`config.mk`:
```
export PLATFORM = sky130hd
export DESIGN_NAME = swgp_gpio_port
export DESIGN_NICKNAME = d
export VERILOG_FILES = /design/src/swgp_pkg.sv /design/src/swgp_pin_sampler.sv /design/src/swgp_gpio_port.sv
export SDC_FILE = /design/constraint.sdc
export NUM_CORES = 1
export LEC_CHECK = 0
export BUFFER_PORTS_ARGS = -buffer_cell sky130_fd_sc_hd__clkbuf_2
export CORE_ASPECT_RATIO = 0.6
export CORE_MARGIN = 2
export CORE_UTILIZATION = 42
export CTS_CLUSTER_SIZE = 40
export DETAILED_ROUTE_END_ITERATION = 10
export SLEW_MARGIN = 30
export SYNTH_ARGS = -nofsm -noshare
export SYNTH_HDL_FRONTEND = slang
export SYNTH_SLANG_ARGS = --single-unit
export TNS_END_PERCENT = 30
```
`constraint.sdc`:
```
create_clock -name core_clk -period 2.6 [get_ports core_clk]
set_input_delay 0.39 -clock core_clk [delete_from_list [all_inputs] [get_ports core_clk]]
set_output_delay 0.39 -clock core_clk [all_outputs]
set_load 0.01 [all_outputs]
```
`src/swgp_pkg.sv`:
```
// shared constants and carrier types of the switch gpio port
package swgp_pkg;
	localparam int PIN_COUNT = 8;
	// register selects on the configuration access port
	localparam logic [1:0] REG_FUNC_SEL = 2'h0;
	localparam logic [1:0] REG_DIR_CFG = 2'h1;
	localparam logic [1:0] REG_PIN_DATA = 2'h2;
	// values after reset
	localparam logic [7:0] FUNC_RESET = 8'h00;
	localparam logic [7:0] DIR_RESET = 8'h00;
	localparam logic [7:0] DATA_RESET = 8'h00;
	// alternate function pin positions
	localparam int PIN_RST_A = 0;
	localparam int PIN_RST_B = 1;
	localparam int PIN_IRQ0 = 2;
	localparam int PIN_IRQ2 = 4;
	localparam int PIN_EVENT = 7;
	localparam logic [7:0] ALT_OUT_MASK = 8'h83;
	// input sampling interval: a least time, so rounded up
	localparam int CLK_PERIOD_NS = 50;
	localparam int SAMPLE_INTERVAL_NS = 128;
	localparam int SAMPLE_CYCLES = (SAMPLE_INTERVAL_NS + CLK_PERIOD_NS - 1) / CLK_PERIOD_NS;
	localparam logic [1:0] SAMPLE_RELOAD = 2'(SAMPLE_CYCLES - 1);

	// one configuration access
	typedef struct packed {
		logic wrEn;
		logic rdEn;
		logic [1:0] addr;
		logic [7:0] wrData;
	} swgp_cfg_req_s;

	// values the on-chip alternate functions want on their output pins
	typedef struct packed {
		logic rstA_n;
		logic rstB_n;
		logic event_n;
	} swgp_alt_drive_s;
endpackage

```
`src/swgp_pin_sampler.sv`:
```
// two-stage synchroniser and periodic sampler for the gpio pin levels
`timescale 1ns/10ps
`default_nettype none
module swgp_pin_sampler import swgp_pkg::*; (
	input wire logic core_clk, // core clock
	input wire logic sys_rst, // synchronous reset, high
	input wire logic [7:0] pinIn, // raw pin levels
	output logic [7:0] sampled // sampled pin levels
);
	logic [7:0] sync1_q, sync1_d;
	logic [7:0] sync2_q, sync2_d;
	logic [7:0] sample_q, sample_d;
	logic [1:0] cnt_q, cnt_d;

	// synchronise, then take a sample once per interval
	always_comb begin
		sync1_d = pinIn;
		sync2_d = sync1_q;
		sample_d = sample_q;
		cnt_d = cnt_q - 2'h1;
		if (cnt_q == 2'h0) begin
			cnt_d = SAMPLE_RELOAD;
			sample_d = sync2_q;
		end
	end

	always_ff @(posedge core_clk) begin
		if (sys_rst) begin
			sync1_q <= 8'h00;
			sync2_q <= 8'h00;
			sample_q <= 8'h00;
			cnt_q <= 2'h0;
		end else begin
			sync1_q <= sync1_d;
			sync2_q <= sync2_d;
			sample_q <= sample_d;
			cnt_q <= cnt_d;
		end
	end

	assign sampled = sample_q;
endmodule
`default_nettype wire

```
`src/swgp_gpio_port.sv`:
```
// eight-pin gpio port with function, direction and data registers
`timescale 1ns/10ps
`default_nettype none
// Operation
// eight pins, each set on its own as input, output or alternate function.
// function bit 1 picks the alternate function, else direction 0 is input and 1 is output.
// pin 0 and 1 drive downstream resets, pins 2 and 4 take expander interrupts, pin 7 drives the event.
// reset clears function select and direction so every pin is a plain input.
// pins are synchronised and sampled no more often than every 128 ns.
// a pin in plain function holds its alternate function inactive.
// a plain input pin has its sampled level captured into its data bit.
// a data read returns the sampled level of every pin in any function.
// a plain output pin drives the value held in its data bit.
// a pin with function select set is handled wholly by its alternate logic.
// a register write reaches the pin by the next clock after the write.
module swgp_gpio_port import swgp_pkg::*; (
	input wire logic core_clk, // core clock
	input wire logic sys_rst, // synchronous reset, high
	input wire swgp_cfg_req_s cfgReq, // register access
	output logic [7:0] cfgRdData, // read data
	output logic cfgRdValid, // read data valid pulse
	input wire logic [7:0] gpioIn, // pin input levels
	output logic [7:0] gpioOut, // pin output levels
	output logic [7:0] gpioOe, // pin output enables
	input wire swgp_alt_drive_s altDrive, // alternate output sources
	output logic expanderIrq0_n, // expander interrupt 0 to core
	output logic expanderIrq2_n // expander interrupt 2 to core
);
	logic [7:0] funcSel_q, funcSel_d;
	logic [7:0] dirCfg_q, dirCfg_d;
	logic [7:0] dataOut_q, dataOut_d;
	logic [7:0] rdData_q, rdData_d;
	logic rdValid_q, rdValid_d;
	logic [7:0] pinOut_q, pinOut_d;
	logic [7:0] pinOe_q, pinOe_d;
	logic irq0_q, irq0_d;
	logic irq2_q, irq2_d;
	logic [7:0] sampled;
	logic [7:0] altValue;
	logic [7:0] altPins;
	logic [7:0] plainOutPins;
	logic [7:0] rdMux;
	logic wrFunc;
	logic wrDir;
	logic wrDrive;

	// register select decode, shared by read and write paths
	function automatic logic hit(input swgp_cfg_req_s req, input logic [1:0] sel);
		hit = (req.addr == sel);
	endfunction

	// a set function bit hands the pin over whatever its direction bit says
	function automatic logic isAlt(input logic [7:0] fSel, input int pin);
		isAlt = fSel[pin];
	endfunction

	// a pin drives its data bit only with function clear and direction set
	function automatic logic isPlainOut(input logic [7:0] fSel, input logic [7:0] dir, input int pin);
		isPlainOut = !fSel[pin] && dir[pin];
	endfunction

	// two-flop synchroniser and interval sampler for the pin levels
	swgp_pin_sampler i_swgp_pin_sampler (
		.core_clk(core_clk),
		.sys_rst(sys_rst),
		.pinIn(gpioIn),
		.sampled(sampled)
	);

	// alternate output sources placed at their pin positions
	always_comb begin
		altValue = 8'h00;
		altValue[PIN_RST_A] = altDrive.rstA_n;
		altValue[PIN_RST_B] = altDrive.rstB_n;
		altValue[PIN_EVENT] = altDrive.event_n;
	end

	// write strobes, one per register; the unmapped select matches none
	always_comb begin
		wrFunc = cfgReq.wrEn && hit(cfgReq, REG_FUNC_SEL);
		wrDir = cfgReq.wrEn && hit(cfgReq, REG_DIR_CFG);
		wrDrive = cfgReq.wrEn && hit(cfgReq, REG_PIN_DATA);
	end

	// function select register
	always_comb begin
		funcSel_d = funcSel_q;
		if (wrFunc) begin
			funcSel_d = cfgReq.wrData;
		end
	end

	always_ff @(posedge core_clk) begin
		if (sys_rst) begin
			funcSel_q <= FUNC_RESET;
		end else begin
			funcSel_q <= funcSel_d;
		end
	end

	// direction register
	always_comb begin
		dirCfg_d = dirCfg_q;
		if (wrDir) begin
			dirCfg_d = cfgReq.wrData;
		end
	end

	always_ff @(posedge core_clk) begin
		if (sys_rst) begin
			dirCfg_q <= DIR_RESET;
		end else begin
			dirCfg_q <= dirCfg_d;
		end
	end

	// drive value of the data register, only seen on plain output pins
	always_comb begin
		dataOut_d = dataOut_q;
		if (wrDrive) begin
			dataOut_d = cfgReq.wrData;
		end
	end

	always_ff @(posedge core_clk) begin
		if (sys_rst) begin
			dataOut_q <= DATA_RESET;
		end else begin
			dataOut_q <= dataOut_d;
		end
	end

	// read select: data reads see the live sampled pins, never the stored drive
	always_comb begin
		rdMux = 8'h00;
		if (hit(cfgReq, REG_FUNC_SEL)) begin
			rdMux = funcSel_q;
		end else if (hit(cfgReq, REG_DIR_CFG)) begin
			rdMux = dirCfg_q;
		end else if (hit(cfgReq, REG_PIN_DATA)) begin
			rdMux = sampled;
		end
	end

	// read port: data holds until the next read, valid pulses once
	always_comb begin
		rdValid_d = cfgReq.rdEn;
		rdData_d = rdData_q;
		if (cfgReq.rdEn) begin
			rdData_d = rdMux;
		end
	end

	always_ff @(posedge core_clk) begin
		if (sys_rst) begin
			rdData_q <= 8'h00;
			rdValid_q <= 1'b0;
		end else begin
			rdData_q <= rdData_d;
			rdValid_q <= rdValid_d;
		end
	end

	// role of each pin: alternate wins over direction, else direction picks
	always_comb begin
		altPins = 8'h00;
		plainOutPins = 8'h00;
		for (int i = 0; i < PIN_COUNT; i++) begin
			altPins[i] = isAlt(funcSel_q, i);
			plainOutPins[i] = isPlainOut(funcSel_q, dirCfg_q, i);
		end
	end

	// per-pin mux between plain output and alternate drive
	always_comb begin
		pinOut_d = 8'h00;
		pinOe_d = 8'h00;
		for (int i = 0; i < PIN_COUNT; i++) begin
			if (altPins[i]) begin
				pinOe_d[i] = ALT_OUT_MASK[i];
				pinOut_d[i] = ALT_OUT_MASK[i] & altValue[i];
			end else if (plainOutPins[i]) begin
				pinOe_d[i] = 1'b1;
				pinOut_d[i] = dataOut_q[i];
			end
		end
	end

	// pins register their drive so the pads see no decode glitches
	always_ff @(posedge core_clk) begin
		if (sys_rst) begin
			pinOut_q <= 8'h00;
			pinOe_q <= 8'h00;
		end else begin
			pinOut_q <= pinOut_d;
			pinOe_q <= pinOe_d;
		end
	end

	// interrupt inputs read inactive high unless their pin is handed to them
	always_comb begin
		irq0_d = altPins[PIN_IRQ0] ? sampled[PIN_IRQ0] : 1'b1;
		irq2_d = altPins[PIN_IRQ2] ? sampled[PIN_IRQ2] : 1'b1;
	end

	always_ff @(posedge core_clk) begin
		if (sys_rst) begin
			irq0_q <= 1'b1;
			irq2_q <= 1'b1;
		end else begin
			irq0_q <= irq0_d;
			irq2_q <= irq2_d;
		end
	end

	// outputs straight from their flip-flops
	assign cfgRdData = rdData_q;
	assign cfgRdValid = rdValid_q;
	assign gpioOut = pinOut_q;
	assign gpioOe = pinOe_q;
	assign expanderIrq0_n = irq0_q;
	assign expanderIrq2_n = irq2_q;
endmodule
`default_nettype wire

```
==> results.md <==
Hold path:
- The critical hold path startpoint is gpioIn[1].
- In this run the worst hold path is classified as input pin to flop.

Yosys:
- The number of flip-flops and latches in the synthesized netlist is 77.
- Yosys mapped a number of flops with a built-in enable equal to 0.
- The cell count after synthesis is 258.
- By count the netlist is led by sky130_fd_sc_hd__dfxtp_1 (77), sky130_fd_sc_hd__nor2_1 (41), sky130_fd_sc_hd__mux2i_1 (35).
- In the post-synthesis netlist, the cell with the most instances is sky130_fd_sc_hd__dfxtp_1.
- The number of nets produced by synthesis is 284.
- The cell taking the most area after synthesis is sky130_fd_sc_hd__dfxtp_1.
- The count of different cell masters after synthesis is 22.
- For this run, the number of Yosys warnings is 0.
- The post-synth design cell area is 2640 µm².
- Among all flip-flop cells after synthesis, the most frequent one is sky130_fd_sc_hd__dfxtp_1.
- Each instance of the synthesized netlist takes up on average 10.2 µm².
- The sequential share of the synthesized area is 0.584.
- By area the synthesized netlist is led by sky130_fd_sc_hd__dfxtp_1 (58%), sky130_fd_sc_hd__mux2i_1 (13%), sky130_fd_sc_hd__nor2_1 (5.8%).
- The portion of synthesized cell area occupied by the leading cell type is 0.584.
- The fraction of registers with async set or reset after synthesis is 0.

Placement:
- The count of buffers added on input and output ports is 51.
- The placed cell count is 380.
- At the end of routability-driven placement, the weighted congestion stood at 0.742.
- The detailed-placement wirelength estimate is 3380 µm.

Power:
- The clock network power share is 0.372.
- In this run the power density over the cells is 740 nW/µm².
- Of the total power, registers draw 0.539.
- The worst vdd rail ir drop is 0.000338 V.
- The static leakage power is 0.00135 µW.
- The share of total power dissipated in combinational logic is 0.088.
- The internal cell power is 1770 µW.
- Summed over all nets, the switching power comes to 562 µW.
- The switching part of the total is 0.241.

Detailed routing:
- The uppermost signal routing layer after detailed routing is met4.
- The antenna violation net count after detailed routing is 0.
- After the first detailed-routing iteration, the DRC count stood at 22.
- For this block, wires on met1 add up to 2650 µm.
- After detailed routing, the total wire length is 4960 µm.
- The detailed router placed 1844 vias in this run.
- The average wire per standard cell is 12.5 µm.
- In the routed design, unresolved DRC markers number 0.
- Summed over all nets, wire length on met3 after detailed routing comes to 304 µm.
- The detailed-routing iteration count for the pre-antenna-repair pass is 4.
- Using the TritonRoute via totals, the vias-per-cell ratio works out to 4.66.
- Wire segments on met2 add up to 1950 µm in the final route.

Timing:
- The number of slew-limit violations in the final report is 0.
- The number of hold violations in the final report is 0.
- The final period demand of the worst path is 1.42 ns.
- The setup violation total in the final timing report is 0.
- Static timing analysis puts the maximum clock frequency at 0.705 GHz.
- The worst hold slack is 0.244 ns.
- The clock arrives with 0.00765 ns of skew.
- Headroom to the max-slew limit came out at 0.448.
- The slew at the pin closest to its max-slew limit is 0.828 ns.
- Of the available clock period, the critical path in the final layout requires 0.545.
- Setup repair after global routing left no endpoint under its margin.
- The sum of negative setup slack is 0 ns.

Worst setup path:
- The critical path runs through a total of 4 cells.
- In this design, the largest share of critical-path delay is due to simple AND/OR/NAND/NOR gates.
- The critical path goes through clkbuf_2 > and2b_1 > nand2_1 > a311oi_1.
- The length in cells of the worst reg-to-reg path is 4.
- The worst setup path is launched from an input pin.
- At the worst endpoint, the required time is 2.84 ns.
- The endpoint of the worst-slack reg-to-reg timing path is i_swgp_pin_sampler.sampled[4].
- The worst register-to-register path begins at i_swgp_pin_sampler.cnt_q[0].
- In this run the register-to-register setup slack is 1.31 ns.
- The start-to-end type of the worst setup path is input pin to flop.
- STA classifies the critical path endpoint as a flop.
- The most critical setup path has its endpoint at cfgRdData[2].
- The worst setup path startpoint is cfgReq[8].
- Along the worst path, the maximum fanout reaches 15.
- In this design, the stage delay of the slowest critical-path cell is 0.62 ns.
- The critical path buffer and inverter count is 1.
- The slowest stage of the critical path is the sky130_fd_sc_hd__and2b_1 cell.
- The arrival time reported for the critical path endpoint is 1.66 ns.

Clocking:
- The clock passes through at most 2 buffers.
- The H-tree depth is 3.
- CTS saw 77 sinks.
- Buffers inserted during clock tree synthesis total 9.
- The total of hold buffers inserted after clock tree synthesis is 0.
- The post-cts repair resize count is 0.
- The clock-pin slew of the registers on the worst-case setup and hold paths is 0.08 ns.
- Buffers added to address setup during post-CTS repair amount to 0.
- TritonCTS built the clock tree.
- The clock latency at the later pin of the worst-skew pair is 0.35 ns.
- The root buffer cell chosen for the clock tree is sky130_fd_sc_hd__clkbuf_8.

Floorplan:
- 52 I/O pins were placed.
- The initial cell density of the core is 0.434.
- In this run the core area contains 22 standard-cell rows.
- The die is 106 µm wide.
- The floorplan die area is 6960 µm².
- The total area inside the core boundary comes to 6080 µm².
- The height of the die is 65.4 µm.

Final layout:
- The count of cells in the finished layout, fillers not included, comes to 396.
- Compared with the post-synthesis result, the final layout area differs by 19.0%.
- The fraction of layout cells with a size suffix above 1 is 0.231.
- For this run, the post-layout net count is 333.
- The core utilization of the finished layout is 0.517.
- The number of antenna diodes in the final layout is 0.
- The final-layout fill cell count is 568.

Global route:
- The maximum number of pins on one net before global-route repair is 43.
- The number of antenna violations at the first check in global routing was 0.
- For this run the aggregate overflow at the end of global routing stands at 0.
- The first-pass GRT wire length is 7930 µm.
- The total routing usage reported by global routing is 0.153.
- The via count of the first global-routing pass was 1609.

Job:
- The count of maximum capacitance violations is 0.

Status:
- The flow ran to the end, and the final reports show no timing, DRC or antenna violations.
[final cells by class]
cell class                      instances  area [µm²]  area share
Multi-Input combinational cell        162        1010       0.322
Sequential cell                        77        1540       0.490
Clock inverter                          6        63.8      0.0203
Clock buffer                           10         128      0.0406
Timing Repair Buffer                   55         285      0.0907
Inverter                                2        7.51     0.00239
Tap cell                               84         105      0.0334
[power by group through the flow]
stage                     logic, µW  registers (µW)  clock network [µW]
after floorplan                 144            1280                   0
after global placement          205            1280                   0
after detailed placement        209            1280                   0
after CTS                       209            1260                 888
after global routing            231            1260                 954
final                           206            1260                 866
[metal layers]
metal,vias up,global-route usage
met4,0,0.0592
met5,-,0
met2,44,0.201
li1,963,-
met1,833,0.217
met3,4,0.0694
[sequential cells by signal, summed over array words and instances, names as in the netlist]
name / count
i_swgp_pin_sampler.sync1_q: 8
dirCfg_q: 8
i_swgp_pin_sampler.sampled: 8
gpioOe: 8
i_swgp_pin_sampler.cnt_q: 2
expanderIrq2_n: 1
cfgRdData: 8
i_swgp_pin_sampler.sync2_q: 8
expanderIrq0_n: 1
gpioOut: 8
cfgRdValid: 1
altPins: 8
dataOut_q: 8
[cell families (layout without fill, tap and decap cells)]
logic type | count (synthesis) | after routing | synth area share
AND/OR/NAND/NOR | 110 | 110 | 0.204
flip-flops | 77 | 77 | 0.584
multiplexers | 35 | 35 | 0.133
buffers and inverters | 19 | 73 | 0.0327
AO/OA/AOI/OAI | 16 | 16 | 0.0422
adder cells (fa/ha/maj) | 1 | 1 | 0.00474
[worst min-delay path by stage]
stage	end	slack (ns)	cells after the start
3_3_place_gp	i_swgp_pin_sampler.cnt_q[0]	0.41	1
2_1_floorplan	expanderIrq0_n	0.38	1
3_5_place_dp	i_swgp_pin_sampler.cnt_q[0]	0.41	1
5_1_grt	i_swgp_pin_sampler.sync1_q[2]	0.23	2
6_report	i_swgp_pin_sampler.sync1_q[1]	0.24	2
4_1_cts	i_swgp_pin_sampler.sync1_q[1]	0.23	2
[per-stage QoR]
step	cell area (µm²)	worst slack, ns	power [µW]
final	3140	1.18	2330
after floorplan	2640	1.30	1430
after global routing	3140	1.07	2450
after detailed placement	2950	0.856	1490
after CTS	3140	1.22	2350
after global placement	2950	0.917	1490
[placed cells by master, fill, tap and decap left out]
cell,instances
sky130_fd_sc_hd__a21oi_1,8
sky130_fd_sc_hd__a311oi_1,7
sky130_fd_sc_hd__and2_1,5
sky130_fd_sc_hd__and2b_1,1
sky130_fd_sc_hd__buf_4,4
sky130_fd_sc_hd__bufinv_16,1
sky130_fd_sc_hd__clkbuf_1,1
sky130_fd_sc_hd__clkbuf_2,51
sky130_fd_sc_hd__clkbuf_8,9
sky130_fd_sc_hd__clkinv_2,2
sky130_fd_sc_hd__clkinv_4,1
sky130_fd_sc_hd__clkinvlp_4,2
sky130_fd_sc_hd__dfxtp_1,77
sky130_fd_sc_hd__ha_1,1
sky130_fd_sc_hd__inv_1,2
sky130_fd_sc_hd__mux2i_1,35
sky130_fd_sc_hd__nand2_1,17
sky130_fd_sc_hd__nand3_1,8
sky130_fd_sc_hd__nand3b_1,3
sky130_fd_sc_hd__nor2_1,41
sky130_fd_sc_hd__nor2b_1,17
sky130_fd_sc_hd__nor3_1,5
sky130_fd_sc_hd__nor3b_1,6
sky130_fd_sc_hd__o211a_1,1
sky130_fd_sc_hd__or2_1,5
sky130_fd_sc_hd__or2_2,2
No activity file was read; power rests on OpenSTA's default activity.
